### src/include/drive_report_pkg.sv
package drive_report_pkg;

  localparam int WORD_W     = 16;
  localparam int HEX_DIGITS = 4;
  localparam int DEC_DIGITS = 5;
  localparam int NAME_MAX   = 3;

  localparam logic [7:0] ASCII_CR      = 8'h0d;
  localparam logic [7:0] ASCII_EQ      = 8'h3d;
  localparam logic [7:0] ASCII_ZERO    = 8'h30;
  localparam logic [7:0] CH_UPPER_A    = 8'h41;
  localparam logic [7:0] CH_UPPER_C    = 8'h43;
  localparam logic [7:0] CH_UPPER_L    = 8'h4c;
  localparam logic [7:0] CH_UPPER_R    = 8'h52;
  localparam logic [7:0] CH_UPPER_S    = 8'h53;
  localparam logic [7:0] CH_LOWER_F    = 8'h66;
  localparam logic [7:0] CH_LOWER_S    = 8'h73;

  // Alarm word bit positions.
  localparam int ALM_POS_LIMIT  = 0;
  localparam int ALM_CCW_LIMIT  = 1;
  localparam int ALM_CW_LIMIT   = 2;
  localparam int ALM_OVER_TEMP  = 3;
  localparam int ALM_OVER_VOLT  = 5;
  localparam int ALM_UNDER_VOLT = 6;
  localparam int ALM_OVER_CUR   = 7;
  localparam int ALM_ENCODER    = 9;
  localparam int ALM_COMM       = 10;
  localparam int ALM_BAD_FLASH  = 11;
  localparam int ALM_BLANK_SEG  = 14;

  // Condition word bit positions.
  localparam int ST_ENABLED     = 0;
  localparam int ST_SAMPLING    = 1;
  localparam int ST_FAULT       = 2;
  localparam int ST_IN_POS      = 3;
  localparam int ST_MOVING      = 4;
  localparam int ST_JOGGING     = 5;
  localparam int ST_STOPPING    = 6;
  localparam int ST_WAIT_INPUT  = 7;
  localparam int ST_SAVING      = 8;
  localparam int ST_ALARM       = 9;
  localparam int ST_HOMING      = 10;
  localparam int ST_TIMED_WAIT  = 11;
  localparam int ST_WIZARD      = 12;
  localparam int ST_ENC_CHECK   = 13;
  localparam int ST_PROGRAM     = 14;
  localparam int ST_INIT        = 15;

  localparam logic [WORD_W-1:0] FAULT_MASK_DEFAULT = 16'h0aa8;
  localparam logic [WORD_W-1:0] WORD_RESET         = 16'h0000;

  typedef enum logic [5:0] {
    S_IDLE    = 6'b000001,
    S_CONVERT = 6'b000010,
    S_NAME    = 6'b000100,
    S_EQUAL   = 6'b001000,
    S_DIGITS  = 6'b010000,
    S_ENDLINE = 6'b100000
  } reply_state_t;

endpackage : drive_report_pkg

### src/logic/drive_alarm_status_reporter.sv
module drive_alarm_status_reporter #(
  parameter logic [15:0] FAULT_MASK = drive_report_pkg::FAULT_MASK_DEFAULT,
  parameter bit          SERVO_TYPE = 1'b1
) (
  input  wire logic        clock_i,
  input  wire logic        sys_rst_i,
  input  wire logic [7:0]  rx_byte_i,
  input  wire logic        rx_valid_i,
  output logic             rx_ready_o,
  output logic      [7:0]  tx_byte_o,
  output logic             tx_valid_o,
  input  wire logic        tx_ready_i,
  input  wire logic [15:0] alarm_set_i,
  input  wire logic        alarm_clear_i,
  input  wire logic        motor_enable_req_i,
  input  wire logic        tuner_sampling_i,
  input  wire logic        in_position_i,
  input  wire logic        moving_i,
  input  wire logic        jogging_i,
  input  wire logic        stopping_i,
  input  wire logic        wait_on_input_op_i,
  input  wire logic        saving_i,
  input  wire logic        homing_op_i,
  input  wire logic        timed_delay_op_i,
  input  wire logic        wizard_running_i,
  input  wire logic        encoder_check_i,
  input  wire logic        program_running_i,
  input  wire logic        initializing_i,
  output logic      [15:0] alarm_word_o,
  output logic      [15:0] drive_condition_word_o,
  output logic             motor_disable_o,
  output logic             fault_branch_op_o
);

  localparam int W = drive_report_pkg::WORD_W;

  //////////////////////////////////////////////////////////////////////////////

  logic [W-1:0] next_alarm;
  logic [W-1:0] next_status;
  logic         next_fault;

  // Alarm-reset and a new event in the same cycle: the event survives.
  always_comb
  begin
    next_alarm = (alarm_clear_i ? drive_report_pkg::WORD_RESET
                                : alarm_word_o) | alarm_set_i;
    next_fault = |(next_alarm & FAULT_MASK);
  end

  always_ff @(posedge clock_i)
  begin
    if (sys_rst_i)
    begin
      alarm_word_o      <= drive_report_pkg::WORD_RESET;
      motor_disable_o   <= 1'b0;
      fault_branch_op_o <= 1'b0;
    end
    else
    begin
      alarm_word_o      <= next_alarm;
      motor_disable_o   <= next_fault;
      fault_branch_op_o <= next_fault;
    end
  end

  always_comb
  begin
    next_status = drive_report_pkg::WORD_RESET;
    next_status[drive_report_pkg::ST_ENABLED] =
      motor_enable_req_i & ~next_fault;
    next_status[drive_report_pkg::ST_SAMPLING]   = tuner_sampling_i;
    next_status[drive_report_pkg::ST_FAULT]      = next_fault;
    next_status[drive_report_pkg::ST_IN_POS]     =
      SERVO_TYPE & in_position_i;
    next_status[drive_report_pkg::ST_MOVING]     = moving_i;
    next_status[drive_report_pkg::ST_JOGGING]    = jogging_i;
    next_status[drive_report_pkg::ST_STOPPING]   = stopping_i;
    next_status[drive_report_pkg::ST_WAIT_INPUT] = wait_on_input_op_i;
    next_status[drive_report_pkg::ST_SAVING]     = saving_i;
    next_status[drive_report_pkg::ST_ALARM]      = |next_alarm;
    next_status[drive_report_pkg::ST_HOMING]     = homing_op_i;
    next_status[drive_report_pkg::ST_TIMED_WAIT] = timed_delay_op_i;
    next_status[drive_report_pkg::ST_WIZARD]     = wizard_running_i;
    next_status[drive_report_pkg::ST_ENC_CHECK]  = encoder_check_i;
    next_status[drive_report_pkg::ST_PROGRAM]    = program_running_i;
    next_status[drive_report_pkg::ST_INIT]       = initializing_i;
  end

  always_ff @(posedge clock_i)
  begin
    if (sys_rst_i)
      drive_condition_word_o <= drive_report_pkg::WORD_RESET;
    else
      drive_condition_word_o <= next_status;
  end

  //////////////////////////////////////////////////////////////////////////////

  drive_report_pkg::reply_state_t state;
  drive_report_pkg::reply_state_t next_state;

  logic [7:0]   name_buf [drive_report_pkg::NAME_MAX];
  logic [1:0]   name_len;
  logic [1:0]   reply_len;
  logic         overflow;
  logic         rx_take;
  logic         end_of_cmd;
  logic         hit_hex_alarm;
  logic         hit_hex_status;
  logic         hit_dec_alarm;
  logic         hit_dec_status;
  logic         cmd_hit;
  logic         use_dec;
  logic [W-1:0] value_snap;
  logic [W-1:0] chosen;

  // Replies are not interleaved with new commands; the host is held off.
  assign rx_ready_o = (state == drive_report_pkg::S_IDLE);
  assign rx_take    = rx_valid_i & rx_ready_o;
  assign end_of_cmd = rx_take & (rx_byte_i == drive_report_pkg::ASCII_CR)
                      & ~overflow;

  always_comb
  begin
    hit_hex_alarm  = end_of_cmd && name_len == 2'd2
      && name_buf[0] == drive_report_pkg::CH_UPPER_A
      && name_buf[1] == drive_report_pkg::CH_UPPER_L;
    hit_hex_status = end_of_cmd && name_len == 2'd2
      && name_buf[0] == drive_report_pkg::CH_UPPER_S
      && name_buf[1] == drive_report_pkg::CH_UPPER_C;
    hit_dec_alarm  = end_of_cmd && name_len == 2'd3
      && name_buf[0] == drive_report_pkg::CH_UPPER_R
      && name_buf[1] == drive_report_pkg::CH_UPPER_L
      && name_buf[2] == drive_report_pkg::CH_LOWER_F;
    hit_dec_status = end_of_cmd && name_len == 2'd3
      && name_buf[0] == drive_report_pkg::CH_UPPER_R
      && name_buf[1] == drive_report_pkg::CH_UPPER_L
      && name_buf[2] == drive_report_pkg::CH_LOWER_S;
    cmd_hit = hit_hex_alarm | hit_hex_status | hit_dec_alarm | hit_dec_status;
    chosen  = (hit_hex_alarm | hit_dec_alarm) ? alarm_word_o
                                              : drive_condition_word_o;
  end

  // Unknown or over-long commands are dropped silently at the line end.
  always_ff @(posedge clock_i)
  begin
    if (sys_rst_i)
    begin
      name_len <= 2'd0;
      overflow <= 1'b0;
      for (int i = 0; i < drive_report_pkg::NAME_MAX; i++)
        name_buf[i] <= 8'h00;
    end
    else if (rx_take)
    begin
      if (rx_byte_i == drive_report_pkg::ASCII_CR)
      begin
        name_len <= 2'd0;
        overflow <= 1'b0;
      end
      else if (name_len < 2'(drive_report_pkg::NAME_MAX))
      begin
        name_buf[name_len] <= rx_byte_i;
        name_len           <= name_len + 2'd1;
      end
      else
        overflow <= 1'b1;
    end
  end

  always_ff @(posedge clock_i)
  begin
    if (sys_rst_i)
    begin
      reply_len  <= 2'd0;
      use_dec    <= 1'b0;
      value_snap <= drive_report_pkg::WORD_RESET;
    end
    else if (cmd_hit)
    begin
      reply_len  <= name_len;
      use_dec    <= hit_dec_alarm | hit_dec_status;
      value_snap <= chosen;
    end
  end

  //////////////////////////////////////////////////////////////////////////////

  logic [8*drive_report_pkg::HEX_DIGITS-1:0] hex_chars;
  logic [8*drive_report_pkg::DEC_DIGITS-1:0] dec_chars;
  logic [8*drive_report_pkg::DEC_DIGITS-1:0] digit_chars;
  logic [2:0]                                hex_count;
  logic [2:0]                                dec_count;
  logic [2:0]                                digit_count;
  logic                                      dec_done;

  hex_text #(
    .W (W)
  ) u_hex (
    .value_i (value_snap),
    .chars_o (hex_chars),
    .count_o (hex_count)
  );

  decimal_text #(
    .W (W),
    .D (drive_report_pkg::DEC_DIGITS)
  ) u_dec (
    .clock_i   (clock_i),
    .sys_rst_i (sys_rst_i),
    .start_i   (hit_dec_alarm | hit_dec_status),
    .value_i   (chosen),
    .done_o    (dec_done),
    .chars_o   (dec_chars),
    .count_o   (dec_count)
  );

  //////////////////////////////////////////////////////////////////////////////

  logic [2:0] idx;
  logic [2:0] next_idx;
  logic [7:0] next_tx;

  always_comb
  begin
    next_state = state;
    next_idx   = idx;
    case (state)
      drive_report_pkg::S_IDLE:
        if (cmd_hit)
          next_state = drive_report_pkg::S_CONVERT;
      drive_report_pkg::S_CONVERT:
        if (!use_dec || dec_done)
        begin
          next_state = drive_report_pkg::S_NAME;
          next_idx   = 3'd0;
        end
      drive_report_pkg::S_NAME:
        if (tx_ready_i)
        begin
          if (idx == 3'(reply_len) - 3'd1)
            next_state = drive_report_pkg::S_EQUAL;
          else
            next_idx = idx + 3'd1;
        end
      drive_report_pkg::S_EQUAL:
        if (tx_ready_i)
        begin
          next_state = drive_report_pkg::S_DIGITS;
          next_idx   = digit_count - 3'd1;
        end
      drive_report_pkg::S_DIGITS:
        if (tx_ready_i)
        begin
          if (idx == 3'd0)
            next_state = drive_report_pkg::S_ENDLINE;
          else
            next_idx = idx - 3'd1;
        end
      drive_report_pkg::S_ENDLINE:
        if (tx_ready_i)
          next_state = drive_report_pkg::S_IDLE;
      default:
        next_state = drive_report_pkg::S_IDLE;
    endcase
  end

  always_comb
  begin
    case (next_state)
      drive_report_pkg::S_NAME:    next_tx = name_buf[next_idx[1:0]];
      drive_report_pkg::S_EQUAL:   next_tx = drive_report_pkg::ASCII_EQ;
      drive_report_pkg::S_DIGITS:  next_tx = digit_chars[8*next_idx +: 8];
      drive_report_pkg::S_ENDLINE: next_tx = drive_report_pkg::ASCII_CR;
      default:                     next_tx = 8'h00;
    endcase
  end

  always_ff @(posedge clock_i)
  begin
    if (sys_rst_i)
    begin
      state     <= drive_report_pkg::S_IDLE;
      idx       <= 3'd0;
      tx_byte_o <= 8'h00;
    end
    else
    begin
      state     <= next_state;
      idx       <= next_idx;
      tx_byte_o <= next_tx;
    end
  end

  always_ff @(posedge clock_i)
  begin
    if (sys_rst_i)
    begin
      digit_chars <= '0;
      digit_count <= 3'h1;
    end
    else if (state == drive_report_pkg::S_CONVERT)
    begin
      digit_chars <= use_dec ? dec_chars : {8'h00, hex_chars};
      digit_count <= use_dec ? dec_count : hex_count;
    end
  end

  assign tx_valid_o = (state != drive_report_pkg::S_IDLE)
                      && (state != drive_report_pkg::S_CONVERT);
endmodule : drive_alarm_status_reporter

### src/logic/hex_text.sv
module hex_text #(
  parameter int W = drive_report_pkg::WORD_W
) (
  input  wire logic [W-1:0]       value_i,
  output logic      [2*W-1:0]     chars_o,
  output logic      [2:0]         count_o
);

  localparam int N = W / 4;

  genvar g;
  generate
    for (g = 0; g < N; g++)
    begin : g_nib
      logic [3:0] nib;
      assign nib = value_i[4*g +: 4];
      assign chars_o[8*g +: 8] = (nib < 4'ha)
        ? drive_report_pkg::ASCII_ZERO + 8'(nib)
        : drive_report_pkg::CH_UPPER_A + 8'(nib) - 8'h0a;
    end
  endgenerate

  // Leading zeros are dropped, but a zero word still sends one digit.
  always_comb
  begin
    count_o = 3'h1;
    for (int i = 0; i < N; i++)
    begin
      if (value_i[4*i +: 4] != 4'h0)
        count_o = 3'(i + 1);
    end
  end

endmodule : hex_text

### src/logic/decimal_text.sv
module decimal_text #(
  parameter int W = drive_report_pkg::WORD_W,
  parameter int D = drive_report_pkg::DEC_DIGITS
) (
  input  wire logic               clock_i,
  input  wire logic               sys_rst_i,
  input  wire logic               start_i,
  input  wire logic [W-1:0]       value_i,
  output logic                    done_o,
  output logic      [8*D-1:0]     chars_o,
  output logic      [2:0]         count_o
);

  logic [4*D+W-1:0] work;
  logic [4*D+W-1:0] next_work;
  logic [4:0]       steps;
  logic             busy;

  // Shift-and-add-three: one input bit per cycle keeps the logic small.
  always_comb
  begin
    next_work = work;
    for (int d = 0; d < D; d++)
    begin
      if (next_work[W+4*d +: 4] > 4'h4)
        next_work[W+4*d +: 4] = next_work[W+4*d +: 4] + 4'h3;
    end
    next_work = next_work << 1;
  end

  always_ff @(posedge clock_i)
  begin
    if (sys_rst_i)
    begin
      work   <= '0;
      steps  <= 5'h00;
      busy   <= 1'b0;
      done_o <= 1'b0;
    end
    else
    begin
      done_o <= 1'b0;
      if (start_i)
      begin
        work  <= {{(4*D){1'b0}}, value_i};
        steps <= 5'h00;
        busy  <= 1'b1;
      end
      else if (busy)
      begin
        work  <= next_work;
        steps <= steps + 5'h01;
        if (steps == 5'(W - 1))
        begin
          busy   <= 1'b0;
          done_o <= 1'b1;
        end
      end
    end
  end

  genvar g;
  generate
    for (g = 0; g < D; g++)
    begin : g_dig
      assign chars_o[8*g +: 8] =
        drive_report_pkg::ASCII_ZERO + 8'(work[W+4*g +: 4]);
    end
  endgenerate

  always_comb
  begin
    count_o = 3'h1;
    for (int i = 0; i < D; i++)
    begin
      if (work[W+4*i +: 4] != 4'h0)
        count_o = 3'(i + 1);
    end
  end

endmodule : decimal_text

### config.mk
export PLATFORM = sky130hd
export DESIGN_NAME = drive_alarm_status_reporter
export DESIGN_NICKNAME = d
export VERILOG_FILES = /design/src/include/drive_report_pkg.sv /design/src/logic/drive_alarm_status_reporter.sv /design/src/logic/hex_text.sv /design/src/logic/decimal_text.sv
export SDC_FILE = /design/constraint.sdc
export NUM_CORES = 1
export LEC_CHECK = 0
export ABC_AREA = 1
export BUFFER_PORTS_ARGS = -buffer_cell sky130_fd_sc_hd__buf_4
export CAP_MARGIN = 0
export CORE_UTILIZATION = 46
export DETAILED_ROUTE_END_ITERATION = 8
export GPL_TIMING_DRIVEN = 0
export PLACE_DENSITY = 0.74
export SYNTH_ARGS = -nofsm -noshare
export SYNTH_HDL_FRONTEND = slang
export SYNTH_SLANG_ARGS = --single-unit
### constraint.sdc
create_clock -name clock_i -period 4.3 [get_ports clock_i]
set_clock_uncertainty 0.1 [all_clocks]
set_input_delay 0.215 -clock clock_i [delete_from_list [all_inputs] [get_ports clock_i]]
set_output_delay 0.215 -clock clock_i [all_outputs]
set_load 0.005 [all_outputs]
# Yosys cells after proc, flatten, opt, wreduce, memory -nomap -nowiden
# Memories as Yosys holds them, arrays and structs flattened.
# Index checks and enable logic that the tools add are counted.
[classes]
addsub = 28
bitwise = 13
shifts = 1
n_eq_ne = 25
magnitude_cmp = 10
muxes = 57
reduce_logical = 30
[ops]
columns = ["cell", "n"]
rows = [
  ["$mux 16", 4],
  ["$add 6x4->7 const A", 9],
  ["$eq 8x7->1 const B", 7],
  ["$mux 6", 8],
  ["$mux 40", 1],
  ["$mux 8", 5],
  ["$shiftx 40x7->8", 1],
  ["$pmux 6 s6", 1],
  ["$mux 3", 11],
  ["$add 7x4->8 const A", 4],
  ["$pmux 8 s4", 1],
  ["$sub 8x4->8 const B", 4],
  ["$reduce_bool 4->1", 7],
  ["$gt 4x3->1 const B", 5],
  ["$add 4x2->4 const B", 4],
  ["$lt 4x4->1 const B", 4],
  ["$mux 4", 4],
  ["$or 16x16->16", 1],
  ["$reduce_or 16->1", 1],
  ["$mux 1", 14],
  ["$mux 2", 7],
  ["$eq 6x3->1 const B", 2],
  ["$eq 6x4->1 const B", 2],
  ["$eq 6x5->1 const B", 2],
  ["31 further kinds", 55],
]
[totals]
wordCells = 183
mem_count = 1
ramBits = 24
out_inout_bits = 44
register_bits = 158
inputBits = 43
[memory_table]
columns = ["name", "depth", "word_bits", "rd", "rd_clocked_by_memory_dff", "wr", "line", "rtl"]
rows = [
  ["name_buf", 3, 8, 4, 0, 3, "drive_alarm_status_reporter.sv:103", "logic [7:0] name_buf [drive_report_pkg::NAME_MAX];"],
]

# Longest topological paths before layout
[logic_depth]
depth_word = 14
mapped_depth = 18

# Cells and area by module
# Synthesis repeated with hierarchy kept, for this count alone.
[unflattened]
hier_cells = 1385
hier_area_um2 = 9943.3
[modules_own_cells]
columns = ["module", "n_inst", "cells_per_inst", "area_per_inst_um2"]
rows = [
  ["drive_alarm_status_reporter", 1, 967, 7085.5],
  ["decimal_text", 1, 329, 2401.1],
  ["hex_text", 1, 89, 456.7],
]

# Worst setup path after synthesis
# OpenSTA, ideal clock, no wires.
[synth_path]
path_type = "register to register"
from = "register idx[0]"
to = "register tx_byte_o[7]"
t_arrival_ps = 1908
synth_period_minus_slack_ps = 2165
stages_incl_launch_ff = 10
path_slack_ps = 2135
path_buffers = 0
t_required_ps = 4043
path_cell_list = "dfxtp_1 inv_2 ha_1 inv_1 nor2_1 a21oi_1 nor2_1 inv_1 o31ai_1 a211oi_1"
[synth_via]
elab_chain_len = 6
[synth_lines]
columns = ["item", "line", "rtl"]
rows = [
  ["start: declaration", "drive_alarm_status_reporter.sv:221", "logic [2:0] idx;"],
  ["start signal: assignment", "drive_alarm_status_reporter.sv:291", "idx <= next_idx;"],
  ["$sub 3x1->3, or another cell as far along", "drive_alarm_status_reporter.sv:259", "next_idx = idx - 3'd1;"],
  ["$mux 3, or another cell as far along", "drive_alarm_status_reporter.sv:256", "if (idx == 3'd0)"],
  ["$mux 3, or another cell as far along", "drive_alarm_status_reporter.sv:254", "if (tx_ready_i)"],
  ["$pmux 3 s4 or $pmux 6 s6 (tied branches)", "drive_alarm_status_reporter.sv:229", "case (state)"],
  ["$shiftx 40x7->8, or another cell as far along", "drive_alarm_status_reporter.sv:274", "drive_report_pkg::S_DIGITS: next_tx = digit_chars[8*next_idx +: 8];"],
  ["$pmux 8 s4 (*)", "drive_alarm_status_reporter.sv:271", "case (next_state)"],
  ["end signal: assignment", "drive_alarm_status_reporter.sv:292", "tx_byte_o <= next_tx;"],
  ["end: declaration", "drive_alarm_status_reporter.sv:10", "output logic [7:0] tx_byte_o,"],
]
# Mark *: on every way between the ends. The rest lies on a longest branch, timed or not.
# A chain may end at the register's enable or synchronous reset.

# Worst setup path after layout
[layout_path]
from = "register reply_len[0]"
to = "register tx_byte_o[0]"
[layout_via]
elab_chain_len = 7
[layout_lines]
columns = ["item", "line", "rtl"]
rows = [
  ["start: declaration", "drive_alarm_status_reporter.sv:105", "logic [1:0] reply_len;"],
  ["start signal: assignment", "drive_alarm_status_reporter.sv:182", "reply_len <= name_len;"],
  ["$sub 2x1->3 (*)", "drive_alarm_status_reporter.sv:242", "if (idx == 3'(reply_len) - 3'd1)"],
  ["$eq 3x3->1 (*)", "drive_alarm_status_reporter.sv:242", ""],
  ["$mux 3 or $mux 6 (tied branches)", "drive_alarm_status_reporter.sv:242", ""],
  ["$mux 3 or $mux 6 (tied branches)", "drive_alarm_status_reporter.sv:240", "if (tx_ready_i)"],
  ["$pmux 3 s4 or $pmux 6 s6 (tied branches)", "drive_alarm_status_reporter.sv:229", ""],
  ["$shiftx 40x7->8, or another cell as far along", "drive_alarm_status_reporter.sv:274", ""],
  ["$pmux 8 s4 (*)", "drive_alarm_status_reporter.sv:271", ""],
]
# Marked as above.

==> results.md <==
- Filler cells: 1705
- Synth cell types: 50
- Post-DP HPWL: 19.2 mm
- Worst r2r path cells: 16
- Final nets: 1419
- Initial antenna violation count: 0
- P_leak: 0.00470 uW
- Overall routing resource usage: 26.8%
- I/O pin total: 87
- Reg clk slew, reported paths: 0.07 ns
- Worst path bufs/invs: 3
- Data required, critical path: 4.56 ns
- Worst-Margin Slew: 0.913 ns
- Die area: 20200 sq um
- Status: completed
- Synth Instances: 1201
- ANT nets after route: 0
- Routed vias/inst: 5.40
- Root Buffer Master: clkbuf_16
- Chip Height: 142 um
- CTS tree: done
- Relative slew slack: 38.6%
- Post-synthesis sequential area ratio: 43.9%
- Diode count: 0
- Post-CTS setup repair buffer count: 0
- VDD IR max: 296 uV
- Hold path depth: 2
- Crit start category: flop
- Post-CTS Resized: 0
- GR Overflow Total: 0
- Area grow syn2layout: 21.9%
- Unrepaired setup endpoints after global routing: false
- Post-DP Area: 10000 sq um
- Num rows: 50
- Worst EP arrival: 3.12 ns
- # port buffers: 85
- Crit-path max cell delay: 0.45 ns
- Skew-Pair Late Insertion Delay: 0.44 ns
- Fin Setup TNS: 0 ns
- Area of the core: 19000 sq um
- # DRC: 0
- DRT Pass-1 Iters: 5
- Ys flop type: dfxtp_1
- First-pass GRT wire length: 41.8 mm
- Power Density: 327 nW/um^2
- CTS H-tree lvls: 4
- CP endpoint kind: flop
- # Max-Cap Violations: 0
- Violation count after the first detailed-route iteration: 812
- WS Path Type: flop to flop
- Fin crit period: 2.86 ns
- WL final: 26.0 mm
- Asr flop ratio synth: 0%
- Largest net degree at the start of global routing: 18
- Clock Path Buffers: 2
- Initial Utilization: 47.7%
- Die Wd: 142 um
- Netlist Area Pre-Place: 9030 sq um
- Delay-heaviest family, CP: simple AND/OR/NAND/NOR gates
- Fmax: 350 MHz
- Hold Fails Final Rpt: 0
- Crit. path cell count: 16
- Setup violators final: 0
- Tot Pwr: 3610 uW
- Max-slew violations: 0
- Tightest Hold Check Type: input port to flop
- Share of cells above drive strength 1: 12.6%
- CTS buffer count: 17
- EDFF count, synth: 32
- Commonest cells after routing, fill and taps aside: nand2_1 (185), inv_1 (170), dfxtp_1 (150), nor2_1 (143), a21oi_1 (101)
- Critical path cell sequence: inv_1, ha_1, inv_1, nand2_1, nand2_1, nand3_1, nand3_1, nand2_1, a21oi_4, nand2_4, buf_4, nor2_1, nand2_1, a21oi_1, nand2_1, a21oi_1
- Critical Path Fanout Max: 10
- Crit share post-route: 66.5%
- Synthesized area per cell: 7.52 sq um
- Synthesis-stage register bit count: 182
- Most common cell after layout, fill and taps aside: nand2_1
- Vias: 8762
- Number of global-route vias before repair: 8318
- Final instance area: 11000 sq um
- WL per Instance: 16.0 um
- Placer Congestion: 0.932
- Syn. warnings: 0
- Crit path top cell by count: nand2_1
- Clk sinks: 182
- Crit-path slowest cell: dfxtp_1
## layout make-up
class                           instances  area [sq um]  area share (%)
Clock inverter                         13           144            1.31
Clock buffer                           19           454            4.12
Sequential cell                       182          3960            36.0
Inverter                              177           669            6.08
Multi-Input combinational cell        792          4140            37.6
Tap cell                              260           325            2.95
Timing Repair Buffer                  124          1030            9.34
Buffer                                 57           283            2.57
## sequential cells by signal, indices dropped and copies added (netlist names)
register	count
digit_count	3
state	6
u_dec.steps	5
digit_chars	33
drive_condition_word_o	16
alarm_word_o	16
overflow	1
tx_byte_o	8
name_len	2
reply_len	2
u_dec.done_o	1
name_buf	32
use_dec	1
u_dec.busy	1
idx	3
value_snap	16
u_dec.work	36
## cells by family after synthesis
family / after synthesis / synth area share [%]
adder cells (fa/ha/maj): 25 / 3.46
flip-flops: 182 / 43.9
XOR/XNOR: 10 / 0.970
buffers and inverters: 234 / 10.5
AO/OA/AOI/OAI: 278 / 18.0
other: 1 / 0.0415
AND/OR/NAND/NOR: 471 / 23.1
## worst reg2reg max path, stage by stage (launching register included)
cell,delay [ns]
dfxtp_1,0.45
inv_1,0.10
ha_1,0.32
inv_1,0.06
nand2_1,0.04
nand2_1,0.09
nand3_1,0.17
nand3_1,0.11
nand2_1,0.09
a21oi_4,0.34
nand2_4,0.11
buf_4,0.20
nor2_1,0.10
nand2_1,0.06
a21oi_1,0.17
nand2_1,0.11
a21oi_1,0.18
## stage by stage
stage                     utilization, %  instances  setup slack, ns  hold WS (ns)
after floorplan                        -       1208             2.13         0.214
after global placement              52.9       1553             1.55         0.302
after detailed placement            52.9       1553             1.54         0.305
after CTS                           58.1       1624             1.51         0.100
after global routing                58.1       1624             1.21         0.120
final                               58.1       1624             1.44        0.0984
## routing by layer
metal / track usage (%) / share of wire (%) / up-vias
met1: 35.4 / 43 / 4056
met3: 5.55 / 8.2 / 48
li1: - / - / 4281
met2: 43.7 / 46 / 377
met5: 0 / 0 / -
met4: 8.32 / 2.2 / 0
## path summary, 6_finish.rpt
kind | start | endpoint | slack, ns
worst max register to register | reply_len[0] | tx_byte_o[0] | 1.44
worst min register to register | digit_chars[21] | digit_chars[21] | 0.36
worst min-delay path | sys_rst_i | name_len[1] | 0.1
worst max-delay path | reply_len[0] | tx_byte_o[0] | 1.44
## power by group
group	total, uW	internal (uW)	switching [uW]
sequential	1810	1770	33.2
clock	1590	897	690
combinational	210	98.6	112
## cell usage after synthesis, types with 3 or more instances
library cell | n | area, sq um
nand3_1 | 84 | 420
o21ai_0 | 86 | 430
nand4_1 | 15 | 93.8
nor3_1 | 7 | 35.0
nand2_4 | 4 | 45.0
buf_6 | 3 | 33.8
buf_2 | 16 | 80.1
or2_2 | 3 | 18.8
edfxtp_1 | 32 | 961
nand3b_1 | 6 | 45.0
o211ai_1 | 47 | 353
buf_4 | 7 | 52.6
nor2_2 | 3 | 18.8
nor2_4 | 5 | 56.3
inv_1 | 170 | 638
a31oi_1 | 4 | 25.0
nor2_1 | 143 | 537
nand3_2 | 4 | 40.0
a211oi_1 | 9 | 67.6
nand2_1 | 185 | 694
clkbuf_1 | 30 | 113
o221a_2 | 3 | 33.8
nor4_1 | 4 | 25.0
a221oi_1 | 8 | 70.1
and3_1 | 3 | 18.8
inv_2 | 5 | 18.8
a21oi_1 | 101 | 505
ha_1 | 25 | 313
xor2_1 | 8 | 70.1
dfxtp_1 | 150 | 3000
o21ai_1 | 9 | 45.0
## timing repair
item / 4_1_cts / 5_1_grt
endpoints found under the setup margin: 0 / 0
hold buffers: 39 / 0
hold endpoints to repair: 39 / 0
(Power assumes the default switching activity.)
